### src/design/rfc_pkg.sv
//
// Function
// [RQ1] No pause or jam while transmitter disabled
// [RQ2] High threshold bits 23:16, 64-byte units
// [RQ3] Full duplex: one pause frame at high
// [RQ4] Half duplex: jam qualifying frames for duration
// [RQ5] Low threshold 15:8; zero pause below it
// [RQ6] Zero pause only after high pause sent
// [RQ7] Software keeps low below high threshold
// [RQ8] Duration field 7:4, unused in full duplex
// [RQ9] Multicast qualifier bit 3 triggers jam
// [RQ10] Broadcast qualifier bit 2 triggers jam
// [RQ11] Own-address qualifier bit 1 triggers jam
// [RQ12] Any-frame bit 0 overrides, enables full duplex
// [RQ13] Full duplex any-frame: request pause immediately
// [RQ14] Duration code table, 10 Mb/s adds 2.2us
// [RQ15] Episode flag limits zero pause to once
package rfc_pkg;

    ////////////////////////////////////////////////////////////////////////////////
    // Register map
    localparam logic [7:0] RFC_CFG_OFFSET = 8'hac;
    localparam logic [31:0] RFC_CFG_RESET = 32'h0000_0000;
    localparam logic [31:0] RFC_CFG_MASK = 32'h00ff_ffff;  // Bits 31:24 reserved
    // Status register of own choosing
    localparam logic [7:0] RFC_STAT_OFFSET = 8'hb4;

    // Field positions
    localparam int RFC_HI_LSB = 16;
    localparam int RFC_LO_LSB = 8;
    localparam int RFC_DUR_LSB = 4;
    localparam int RFC_Q_ANY = 0;
    localparam int RFC_Q_ADDR = 1;
    localparam int RFC_Q_BCAST = 2;
    localparam int RFC_Q_MCAST = 3;

    // Threshold unit: 64 bytes -> shift of 6
    localparam int RFC_UNIT_SHIFT = 6;
    localparam int RFC_LEVEL_W = 14;  // FIFO fill in bytes

    ////////////////////////////////////////////////////////////////////////////////
    // Timing
    localparam int RFC_CLK_MHZ = 200;
    localparam int RFC_US_TICKS = RFC_CLK_MHZ;  // Cycles per microsecond
    localparam int RFC_EXTRA_NS = 2200;  // 10 Mb/s extension in ns
    localparam int RFC_CLK_NS = 5;
    localparam int RFC_EXTRA_CYC = RFC_EXTRA_NS / RFC_CLK_NS;
    localparam int RFC_CNT_W = 18;

    ////////////////////////////////////////////////////////////////////////////////
    // Carrier types
    typedef struct packed {
        logic valid;      // One-cycle frame start pulse
        logic mcast;
        logic bcast;
        logic own_addr;
    } rfc_rxfrm_t;

    typedef struct packed {
        logic pause_req;  // One-cycle request
        logic zero_time;  // 1: pause time zero, 0: use pause_time_value
        logic jam;        // Backpressure level
    } rfc_mac_t;

    typedef enum logic [1:0] {
        RFC_IDLE = 2'b00,
        RFC_JAM = 2'b01
    } rfc_jam_st_t;

endpackage : rfc_pkg

### src/design/rfc_flow_ctrl.sv
`timescale 1ns/100ps
// Automatic receive flow controller
module rfc_flow_ctrl
    import rfc_pkg::*;
(
    input wire logic clk,
    input wire logic rst_n,
    input wire logic [7:0] reg_addr,
    input wire logic [31:0] reg_wdata,
    input wire logic reg_wr,
    input wire logic reg_rd,
    output logic [31:0] reg_rdata,
    input wire logic tx_enabled,
    input wire logic full_duplex,
    input wire logic speed_10,
    input wire logic [RFC_LEVEL_W-1:0] rx_fifo_level,
    input wire rfc_rxfrm_t rx_frame,
    output rfc_mac_t mac_q
);

    ////////////////////////////////////////////////////////////////////////////////
    // State
    typedef struct packed {
        rfc_jam_st_t jst;          // Jam sequencer
        logic [RFC_CNT_W-1:0] cnt; // Jam time left
        logic episode;             // Pause sent, zero pause owed
        rfc_mac_t mac;             // Outputs to MAC
    } rfc_st_t;

    rfc_st_t st_q;
    rfc_st_t st_d;

    logic [31:0] cfg;
    logic [31:0] stat;
    logic [RFC_CNT_W-1:0] dur_cycles;
    logic [7:0] hi_thr;
    logic [7:0] lo_thr;
    logic [7:0] fill_units;  // FIFO fill in 64-byte units
    logic at_high;
    logic below_low;
    logic qual_hit;
    logic enabled;

    ////////////////////////////////////////////////////////////////////////////////
    // Register slave
    rfc_regs u_regs (
        .clk(clk),
        .rst_n(rst_n),
        .addr(reg_addr),
        .wdata(reg_wdata),
        .wr(reg_wr),
        .rd(reg_rd),
        .stat(stat),
        .rdata_q(reg_rdata),
        .cfg_q(cfg)
    );

    // Duration lookup
    rfc_dur_lut u_lut (
        .clk(clk),
        .rst_n(rst_n),
        .code(cfg[RFC_DUR_LSB +: 4]),  // see [RQ8]
        .speed_10(speed_10),
        .cycles_q(dur_cycles)
    );

    // Status word: state of the controller
    assign stat = {28'h0000000, st_q.mac.jam, st_q.episode, at_high, below_low};

    ////////////////////////////////////////////////////////////////////////////////
    // Threshold compare
    always_comb begin
        hi_thr = cfg[RFC_HI_LSB +: 8];  // see [RQ2]
        lo_thr = cfg[RFC_LO_LSB +: 8];  // see [RQ5]
        fill_units = 8'(rx_fifo_level >> RFC_UNIT_SHIFT);
        at_high = fill_units >= hi_thr;  // see [RQ2]
        below_low = fill_units < lo_thr;  // see [RQ5]
        // Any-frame overrides the other qualifiers
        if (cfg[RFC_Q_ANY]) begin  // see [RQ12]
            qual_hit = 1'b1;
        end else begin
            qual_hit = (cfg[RFC_Q_MCAST] && rx_frame.mcast)      // see [RQ9]
                    || (cfg[RFC_Q_BCAST] && rx_frame.bcast)      // see [RQ10]
                    || (cfg[RFC_Q_ADDR] && rx_frame.own_addr);   // see [RQ11]
        end
        enabled = |cfg[3:0];
    end

    ////////////////////////////////////////////////////////////////////////////////
    // Next state
    always_comb begin
        st_d = st_q;
        st_d.mac.pause_req = 1'b0;
        st_d.mac.zero_time = 1'b0;
        if (!tx_enabled) begin
            // Transmitter off: nothing goes out
            st_d.jst = RFC_IDLE;  // see [RQ1]
            st_d.cnt = '0;
            st_d.mac.jam = 1'b0;  // see [RQ1]
        end else if (full_duplex) begin
            st_d.jst = RFC_IDLE;
            st_d.mac.jam = 1'b0;  // see [RQ8]
            if (cfg[RFC_Q_ANY] && at_high && !st_q.episode) begin
                // Single pause per episode, requested at once
                st_d.mac.pause_req = 1'b1;  // see [RQ3] see [RQ13]
                st_d.episode = 1'b1;  // see [RQ15]
            end else if (st_q.episode && enabled && below_low) begin
                st_d.mac.pause_req = 1'b1;  // see [RQ6]
                st_d.mac.zero_time = 1'b1;  // see [RQ5]
                st_d.episode = 1'b0;  // see [RQ15]
            end
        end else begin
            // Half duplex backpressure
            case (st_q.jst)
                RFC_IDLE: begin
                    if (rx_frame.valid && at_high && qual_hit) begin  // see [RQ4]
                        st_d.jst = RFC_JAM;
                        st_d.cnt = dur_cycles;
                        st_d.mac.jam = 1'b1;
                    end
                end
                RFC_JAM: begin
                    if (st_q.cnt <= RFC_CNT_W'(1)) begin  // see [RQ8]
                        st_d.jst = RFC_IDLE;
                        st_d.cnt = '0;
                        st_d.mac.jam = 1'b0;
                    end else begin
                        st_d.cnt = st_q.cnt - RFC_CNT_W'(1);
                    end
                end
                default: begin
                    st_d.jst = RFC_IDLE;
                    st_d.mac.jam = 1'b0;
                end
            endcase
        end
    end

    // State register
    always_ff @(posedge clk) begin
        if (!rst_n) begin
            st_q <= '{jst: RFC_IDLE, cnt: '0, episode: 1'b0, mac: '0};
        end else begin
            st_q <= st_d;
        end
    end

    assign mac_q = st_q.mac;

endmodule : rfc_flow_ctrl

### src/design/rfc_dur_lut.sv
`timescale 1ns/100ps
// Backpressure duration code to cycle count, registered
module rfc_dur_lut
    import rfc_pkg::*;
(
    input wire logic clk,
    input wire logic rst_n,
    input wire logic [3:0] code,
    input wire logic speed_10,
    output logic [RFC_CNT_W-1:0] cycles_q
);
    typedef struct packed {
        logic [RFC_CNT_W-1:0] cycles;
    } rfc_lut_st_t;

    rfc_lut_st_t st_q;
    rfc_lut_st_t st_d;
    logic [9:0] us;  // Duration in microseconds

    // Code table at 100 Mb/s
    always_comb begin  // see [RQ14]
        case (code)
            4'h0: us = 10'h005;
            4'h1: us = 10'h00a;
            4'h2: us = 10'h00f;
            4'h3: us = 10'h019;
            default: us = 10'((int'(code) - 3) * 50);
        endcase
        st_d.cycles = RFC_CNT_W'(int'(us) * RFC_US_TICKS
                      + (speed_10 ? RFC_EXTRA_CYC : 0));
    end

    // Register the count
    always_ff @(posedge clk) begin
        if (!rst_n) begin
            st_q <= '0;
        end else begin
            st_q <= st_d;
        end
    end

    assign cycles_q = st_q.cycles;

endmodule : rfc_dur_lut

### src/design/rfc_regs.sv
`timescale 1ns/100ps
// Configuration register slave
module rfc_regs
    import rfc_pkg::*;
(
    input wire logic clk,
    input wire logic rst_n,
    input wire logic [7:0] addr,
    input wire logic [31:0] wdata,
    input wire logic wr,
    input wire logic rd,
    input wire logic [31:0] stat,
    output logic [31:0] rdata_q,
    output logic [31:0] cfg_q
);
    typedef struct packed {
        logic [31:0] cfg;
        logic [31:0] rdata;
    } rfc_reg_st_t;

    rfc_reg_st_t st_q;
    rfc_reg_st_t st_d;

    // Decode writes and reads
    always_comb begin
        st_d = st_q;
        st_d.rdata = 32'h0000_0000;  // Unmapped and idle read zero
        if (wr && addr == RFC_CFG_OFFSET) begin
            st_d.cfg = wdata & RFC_CFG_MASK;  // Reserved bits stay zero
        end
        if (rd) begin
            case (addr)
                RFC_CFG_OFFSET: st_d.rdata = st_q.cfg;
                RFC_STAT_OFFSET: st_d.rdata = stat;
                default: st_d.rdata = 32'h0000_0000;
            endcase
        end
    end

    // State register
    always_ff @(posedge clk) begin
        if (!rst_n) begin
            st_q <= '{cfg: RFC_CFG_RESET, rdata: 32'h0000_0000};
        end else begin
            st_q <= st_d;
        end
    end

    assign rdata_q = st_q.rdata;
    assign cfg_q = st_q.cfg;

endmodule : rfc_regs

### config.mk
export PLATFORM = sky130hd
export DESIGN_NAME = rfc_flow_ctrl
export DESIGN_NICKNAME = d
export VERILOG_FILES = /design/src/design/rfc_pkg.sv /design/src/design/rfc_flow_ctrl.sv /design/src/design/rfc_dur_lut.sv /design/src/design/rfc_regs.sv
export SDC_FILE = /design/constraint.sdc
export NUM_CORES = 1
export LEC_CHECK = 0
export BUFFER_PORTS_ARGS = -buffer_cell sky130_fd_sc_hd__buf_2
export CORE_MARGIN = 2
export CORE_UTILIZATION = 51
export CTS_BUF_LIST = sky130_fd_sc_hd__clkbuf_4 sky130_fd_sc_hd__clkbuf_8
export CTS_CLUSTER_DIAMETER = 150
export CTS_CLUSTER_SIZE = 8
export DETAILED_ROUTE_END_ITERATION = 8
export PLACE_DENSITY = 0.71
export SLEW_MARGIN = 20
export SYNTH_ARGS = -nofsm -noshare
export SYNTH_HDL_FRONTEND = slang
export SYNTH_SLANG_ARGS = --single-unit
### constraint.sdc
create_clock -name clk -period 12.7 [get_ports clk]
set_clock_uncertainty 0.1 [all_clocks]
set_input_delay 1.905 -clock clk [delete_from_list [all_inputs] [get_ports clk]]
set_output_delay 1.905 -clock clk [all_outputs]
set_load 0.02 [all_outputs]
Word level (Yosys, flattened, before mapping)
Cells that the tools add are included.
{"block": "classes", "add_sub_neg": 3, "n_mul": 2, "n_lt_le_gt_ge": 3, "n_eq_ne": 8, "muxes": 14, "bitwise": 3, "n_reduce_logical": 26}
{"operator": "$pmux 24 s2", "n": 1}
{"operator": "$pmux 10 s4", "n": 1}
{"operator": "$pmux 18 s2", "n": 1}
{"operator": "$mul 32x6->9 const B", "n": 1}
{"operator": "$mux 20", "n": 1}
{"operator": "$add 18x18->18", "n": 1}
{"operator": "$le 18x1->1 const B", "n": 1}
{"operator": "$mux 18", "n": 1}
{"operator": "$sub 18x1->18 const B", "n": 1}
{"operator": "$eq 8x8->1 const B", "n": 2}
{"operator": "$mul 10x5->15 const B", "n": 1}
{"operator": "$logic_and 1x1->1", "n": 10}
{"operator": "$mux 9", "n": 1}
{"operator": "$reduce_and 3->1", "n": 3}
{"operator": "$eq 4x2->1 const B", "n": 2}
{"operator": "$ge 8x8->1", "n": 1}
{"operator": "$lt 8x8->1", "n": 1}
{"operator": "$reduce_or 4->1", "n": 2}
{"operator": "$reduce_and 2->1", "n": 3}
{"operator": "$sub 4x2->5 const B", "n": 1}
{"operator": "$eq 4x1->1 const B", "n": 1}
{"operator": "$logic_not 4->1", "n": 1}
{"operator": "$mux 2", "n": 2}
{"operator": "$ne 2x2->1 const B", "n": 2}
{"operator": "11 further kinds", "n": 17}
{"block": "word_totals", "regBits": 98, "input_bits": 65, "output_inout_bits": 35, "word_cells": 68}

Longest topological paths before layout
Gate-level depths: netlist (run 1).
{"block": "depth", "ltp_word": 7, "ltp_mapped": 27, "ltp_nobuf": 25}

Cells and area by module
A second synthesis (run 1) with hierarchy kept.
{"block": "unflattened", "hier_cells": 714, "area_unflattened_um2": 6167.2}
{"module": "rfc_dur_lut", "instances": 1, "cells_per_inst": 260, "area_each_um2": 2283.4}
{"module": "rfc_regs", "instances": 1, "cells_per_inst": 218, "area_each_um2": 2109.5}
{"module": "rfc_flow_ctrl", "instances": 1, "cells_per_inst": 236, "area_each_um2": 1774.2}

Worst setup path after synthesis (run 1)
Ideal clock, no wire load.
{"block": "synth_path", "kind": "reg2reg", "startpoint": "reg u_regs.st_q (netlist bit u_regs.cfg_q[6])", "endpoint": "reg u_lut.st_q (netlist bit u_lut.cycles_q[16])", "setup_time_ns": 0.070, "arrival_time_ns": 5.772, "required_time_ns": 12.530, "path_slack_ns": 6.758, "path_stages_with_launch": 26, "path_buffers": 2, "path_cell_list": "dfxtp_1 clkbuf_1 or2_2 clkbuf_1 nor2_1 inv_1 fa_1 inv_1 ha_1 ha_1 inv_1 fa_1 xor2_1 nor2_1 inv_1 ha_1 inv_1 ha_1 ha_1 ha_1 and3_1 a221o_1 a211oi_2 nand4_1 or3_1 a21boi_1"}
{"block": "synth_via", "elab_chain_cells": 5, "word_cells_on_any_way": 9, "classes_between": "2 x add/sub; 2 x mul; 3 x eq/ne; 1 x mux; 1 x reduce/logical"}
{"element": "start, declared", "line_no": "rfc_regs.sv:21", "text": "rfc_reg_st_t st_q;"}
{"element": "start signal, assigned", "line_no": "rfc_regs.sv:43", "text": "st_q <= '{cfg: RFC_CFG_RESET, rdata: 32'h0000_0000};"}
{"element": "start signal, assigned", "line_no": "rfc_regs.sv:45", "text": "st_q <= st_d;"}
{"element": "$sub 4x2->5", "line_no": "rfc_dur_lut.sv:27", "text": "default: us = 10'((int'(code) - 3) * 50);"}
{"element": "$mul 32x6->9", "line_no": "rfc_dur_lut.sv:27"}
{"element": "$pmux 10 s4 (*)", "line_no": "rfc_dur_lut.sv:22", "text": "case (code)"}
{"element": "$mul 10x5->15 (*)", "line_no": "rfc_dur_lut.sv:29", "text": "st_d.cycles = RFC_CNT_W'(int'(us) * RFC_US_TICKS"}
{"element": "$add 18x18->18 (*)", "line_no": "rfc_dur_lut.sv:30", "text": "+ (speed_10 ? RFC_EXTRA_CYC : 0));"}
{"element": "end signal, assigned", "line_no": "rfc_dur_lut.sv:38", "text": "st_q <= st_d;"}
{"element": "end, declared", "line_no": "rfc_dur_lut.sv:16", "text": "rfc_lut_st_t st_q;"}
Every way passes the cells marked *; elsewhere a longest branch is shown, timed or not.
A chain may end at the register's enable or synchronous reset.

Worst setup path in the final report (run 1)
{"block": "layout_path", "startpoint": "reg u_regs.st_q (netlist bit u_regs.cfg_q[4])", "endpoint": "reg u_lut.st_q (netlist bit u_lut.cycles_q[16])"}
Same word-level chain as after synthesis.

==> flow_summary.toml, run 1 <==
[synthesis]
syn_area_um2 = 5700
yosys.area.top_type = "dfxtp_1"
synth_cell_types = 73
syn_avg_cell_area_um2 = 8.54
synth_simple_gate_area_share_pct = 21.1
synth_area_leaders = "dfxtp_1, ha_1, nand2_1"
synthFlopType = "dfxtp_1"
async_flop_share_pct = 0
synth_edf_count = 0
synth_top_area_share_pct = 29.8
ys.warnings.count = 0
syn-instance-count = 668
synth_compound_area_share_pct = 17.8
synthMuxAreaShare_pct = 0.702
yosysMostFrequentCell = "dfxtp_1"
synthTopCellsByCount = "dfxtp_1, nand2_1, ha_1, inv_1"
synth_fa_ha_area_share_pct = 18.3
ys_seq_area_share_pct = 29.8
ys_ff_latch = 85
synthXorXnorAreaFrac_pct = 4.30
synth_top_family_by_area = "simple AND/OR/NAND/NOR gates"

[placement]
io_buffer_count = 77
gp_congestion = 0.857
dp_hpwl_um = 9490

[sta]
tightest_slew_ns = 1.01
fmax_mhz = 160
slew_viol_final = 0
rsz0062_at_grt = "no"
tns_ns = 0
period_minus_slack_ns = 6.25
fin_crit_sh_pct = 49.2
hold_violations = 0
setup_viol = 0
relSlewSlack_pct = 32.3

[floorplanning]
die-height_um = 110
die_w_um = 110
start_util_pct = 52.4
die_area_um2 = 12000
core_um2 = 10900
num_rows = 38
io-pin-count = 100

[routing]
drc = 0
vias_per_cell = 5.46
vias = 4749
wl_per_cell_um = 14.2
dr.first_iter.drc_count = 182
ant_nets = 0
wirelength_um = 12300
dr.pass1.iters = 5

[run_status]
status = "finished clean"

[clock_network]
numCtsBuffers = 9
path_clk_slew_ns = 0.10
cts_tree = "built"
cts-resized-gates = 0
cts-root-buf = "clkbuf_8"
post-cts-setup-buffers = 0
postCtsHoldBufs = 0
clock_latency_ns = 0.37
cts_sinks = 85
htree_levels = 3
cts_buffer_depth = 2

[setup_path]
startpoint_type = "flop"
r2r_slack_ns = 6.45
crit_type = "reg -> reg"
critPathRequiredTime_ns = 12.90
cp-end-kind = "flop"
cp_max_fo = 9
worstPathArrival_ns = 6.44

[power]
p_leak_nw = 2.79
power.density_nw_per_um2 = 78.2
ir_worst_vdd_uv = 42.9

[grt]
overflow = 0
grt_pass1_vias = 4621
grt_pass1_wl_um = 20900
track_usage_pct = 21.7
antenna_found_initial = 0
grt_max_degree = 45

[layout]
drive_gt1_share_pct = 15.6
num_antenna_cells = 0
syn_to_final_growth_pct = 9.72
fin_util_pct = 57.5
fin_nets = 868

[flow_run]
drv_cap = 0

[hold_path]
hp-class = "reg -> reg"
metrics by stage:
step / power (mW) / area [um^2] / setup WS, ns / std cells / hold slack [ns]
6_report: 0.489 / 6260 / 6.45 / 870 / 0.379
5_1_grt: 0.511 / 6260 / 5.98 / 870 / 0.394
4_1_cts: 0.495 / 6250 / 6.41 / 870 / 0.373
3_5_place_dp: 0.312 / 6060 / 6.45 / 854 / 0.361
3_3_place_gp: 0.311 / 6060 / 6.53 / 854 / 0.353
2_1_floorplan: 0.300 / 5730 / 6.76 / 675 / 0.339
kinds of logic (layout without fill, tap and decap cells):
| kind of cell | Yosys count | count (layout) |
|---|---|---|
| adder cells (fa/ha/maj) | 78 | 78 |
| flip-flops | 85 | 85 |
| AO/OA/AOI/OAI | 143 | 143 |
| AND/OR/NAND/NOR | 233 | 233 |
| multiplexers | 4 | 4 |
| buffers and inverters | 96 | 151 |
| XOR/XNOR | 28 | 28 |
| other | 1 | 8 |
flip-flops by register name (all words and copies together) (netlist names):
name,cells
u_regs.cfg_q,24
u_regs.rdata_q,24
mac_q,3
u_lut.cycles_q,15
st_q,19
placed cells by master, fill, tap and decap left out, drive strengths merged, types with 3 or more instances in the layout:
cell      n
dfxtp    85
nand2    85
buf      77
ha       69
inv      61
nor2     36
a21oi    36
and2     35
a21boi   29
xnor2    19
nor3     14
o21ai    12
nand3    12
a21o     10
nand2b   10
xor2      9
fa        9
clkbuf    9
a211oi    9
conb      8
nor2b     8
o211ai    7
nand4     6
o31ai     6
or3       5
mux2i     4
a22oi     4
a31oi     4
nor4      4
and3      4
clkinv    4
nand4b    3
o21a      3
o2111ai   3
o21bai    3
or4       3
worst paths after layout:
kind | start | end | cells past startpoint
setup / recovery | u_regs.cfg_q[4]$_SDFFE_PN0P_ | u_lut.cycles_q[16]$_SDFF_PN0_ | 24
hold / removal | st_q[20]$_SDFFE_PN0P_ | st_q[20]$_SDFFE_PN0P_ | 2
setup reg to reg | u_regs.cfg_q[4]$_SDFFE_PN0P_ | u_lut.cycles_q[16]$_SDFF_PN0_ | 24
hold reg to reg | st_q[20]$_SDFFE_PN0P_ | st_q[20]$_SDFFE_PN0P_ | 2
critical path: stages, from the launching register on:
cell,delay [ns]
dfxtp_1,0.51
a21oi_1,0.13
xnor2_1,0.36
inv_1,0.12
fa_1,0.54
inv_1,0.04
ha_1,0.28
ha_1,0.32
ha_1,0.30
a21o_1,0.18
a21oi_1,0.16
xnor2_1,0.18
nand2_1,0.14
inv_1,0.08
ha_1,0.22
inv_1,0.06
ha_1,0.23
ha_1,0.30
ha_1,0.35
and3_1,0.21
a221o_1,0.37
a211oi_2,0.28
nand4_1,0.20
or3_1,0.38
a21boi_1,0.14
per-layer routing:
layer / global-route usage (%) / wire length (um) / share of wire, %
met4: 8.32 / 233 / 1.9
met3: 2.49 / 504 / 4.1
met1: 27.5 / 5550 / 45
met2: 37.7 / 6050 / 49
met5: 0 / 0 / 0
layout make-up:
| class | instances | area (um^2) |
|---|---|---|
| Clock buffer | 9 | 124 |
| Clock inverter | 7 | 70.1 |
| Fill cell | 1022 | 4630 |
| Inverter | 58 | 218 |
| Multi-Input combinational cell | 494 | 3580 |
| Sequential cell | 85 | 1700 |
| Tap cell | 140 | 175 |
| Timing Repair Buffer | 77 | 385 |
power by group:
group | leakage [nW] | total [mW] | switching [mW] | internal [mW]
combinational | 2.00 | 0.0368 | 0.0205 | 0.0163
sequential | 0.686 | 0.269 | 0.000812 | 0.269
clock | 0.100 | 0.183 | 0.107 | 0.0763
total | 2.79 | 0.489 | 0.128 | 0.361
(Power assumes the default switching activity.)
==> run 2, diff against run 1 <==
- clock period: 12.7 -> 6.1 ns (I/O delays scaled with it)
==> flow_summary.toml, run 2 (synthesized netlist as in run 1, its figures left out) <==
[setup_path]
path_buf_inv = 4
critPathRequiredTime_ns = 6.30
critPathLaunch = "u_regs.cfg_q[7]$_SDFFE_PN0P_"
cp_max_fo = 6
worstPathArrival_ns = 6.07
crit_top_cell = "ha_1"
path_cells = "or2_2, nor2_2, inv_1, fa_1, inv_1, ha_1, ha_1, ha_1, a21o_1, a21oi_1, xnor2_1, nand2_1, inv_1, ha_1, inv_1, ha_1, ha_1, ha_4, and3_2, a221o_1, a211oi_2, nand4_1, or3_1, a21boi_1"
slowest_stage = "fa_1"
max_stage_delay_ns = 0.51
rr_startpoint = "u_regs.cfg_q[7]$_SDFFE_PN0P_"
critPathTopFamily = "adder cells"
crit_type = "reg -> reg"
startpoint_type = "flop"
cp-end-kind = "flop"

[sta]
fin_crit_sh_pct = 96.1
relSlewSlack_pct = 31.6
setup_viol = 0
fmax_mhz = 171
setup_slack_ns = 0.235
hold_violations = 0
tightest_slew_ns = 1.02
period_minus_slack_ns = 5.86
tns_ns = 0
slew_viol_final = 0

[clock_network]
clock_latency_ns = 0.38
htree_levels = 3
cts_tree = "built"
postCtsHoldBufs = 0
cts_sinks = 85
cts_buffer_depth = 2
cts-root-buf = "clkbuf_8"
path_clk_slew_ns = 0.10
numCtsBuffers = 9

[grt]
grt_max_degree = 45
grt_pass1_wl_um = 21300
grt_pass1_vias = 4632
track_usage_pct = 22.3
antenna_found_initial = 0
overflow = 0

[routing]
ant_nets = 0
wirelength_um = 12700
dr.pass1.iters = 4
vias_per_cell = 5.47
drc = 0
dr.first_iter.drc_count = 204
vias = 4793
wl_per_cell_um = 14.5

[floorplanning]
num_rows = 38
start_util_pct = 52.4
die_area_um2 = 12000
io-pin-count = 100
die-height_um = 110
core_um2 = 10900
die_w_um = 110

[power]
ir_worst_vdd_uv = 157
clock_power_share_pct = 39.9
p_sw_uw = 266
power_mw = 1.06
p_leak_nw = 2.83
swShare_pct = 25.1
p_int_uw = 794
power.density_nw_per_um2 = 167
pwr-share-seq_pct = 52.8
combPwrFrac_pct = 7.3

[layout]
syn_to_final_growth_pct = 11.7
fin_util_pct = 58.5
drive_gt1_share_pct = 17.9
fin_nets = 874
num_antenna_cells = 0
final_common_cell = "nand2_1"
mostFrequentLayoutCells = "nand2_1, dfxtp_1, buf_2, ha_1, inv_1"

[placement]
gp_congestion = 0.861
io_buffer_count = 77
post-place-ws_ns = 0.0153
dp_hpwl_um = 9600

[run_status]
status = "finished clean"

[flow_run]
drv_cap = 0

[hold_path]
min_from = "st_q[20]$_SDFFE_PN0P_"
hp-class = "reg -> reg"
run 2: worst reg2reg max path, cell delays in order, from the launching register on:
cell and delay, ns:
dfxtp_2 0.36, or2_2 0.33, nor2_2 0.11, inv_1 0.06, fa_1 0.51, inv_1 0.05, ha_1 0.28, ha_1 0.31
ha_1 0.30, a21o_1 0.17, a21oi_1 0.16, xnor2_1 0.16, nand2_1 0.13, inv_1 0.08, ha_1 0.22, inv_1 0.07
ha_1 0.24, ha_1 0.35, ha_4 0.27, and3_2 0.21, a221o_1 0.36, a211oi_2 0.22, nand4_1 0.20, or3_1 0.38
a21boi_1 0.15
run 2: final timing paths:
path	end	cells past startpoint	slack [ns]
max	u_lut.cycles_q[16]$_SDFF_PN0_	24	0.24
min	st_q[20]$_SDFFE_PN0P_	2	0.37
max reg2reg	u_lut.cycles_q[16]$_SDFF_PN0_	24	0.24
min reg2reg	st_q[20]$_SDFFE_PN0P_	2	0.37
run 2: area by class of cell:
type                       instances  area (um^2)
fill                             968         4520
multi-input combinational        494         3630
sequential                        85         1710
timing repair buffer              83          430
inverter                          58          218
tap                              140          175
clock buffer                      10          131
clock inverter                     6         76.3
run 2: layer usage:
layer	up-vias	wire length, um	GRT usage [%]
met2	102	5970	36.9
met1	2261	5900	28.8
li1	2404	-	-
met3	26	531	4.27
met5	-	0	0
met4	0	284	8.32
run 2: what timing repair did:
action,4_1_cts,5_1_grt
resized for setup,1,13
buffers inserted,0,1
endpoints found under the setup margin,1,2
cloned,0,0
pin swaps,0,3
run 2: power groups by stage:
stage          Sequential [mW]  Clock [mW]  Combinational, mW
6_report                 0.560       0.423             0.0778
5_1_grt                  0.560       0.455             0.0876
4_1_cts                  0.561       0.432             0.0774
3_5_place_dp             0.574           0             0.0768
3_3_place_gp             0.574           0             0.0739
2_1_floorplan            0.573           0             0.0517
run 2: stage by stage:
step | hold slack (ns) | instance area (um^2) | std cells
finish | 0.366 | 6370 | 876
global route | 0.382 | 6370 | 876
CTS | 0.366 | 6310 | 875
detailed placement | 0.352 | 6100 | 859
global placement | 0.353 | 6100 | 859
floorplan | 0.339 | 5730 | 675
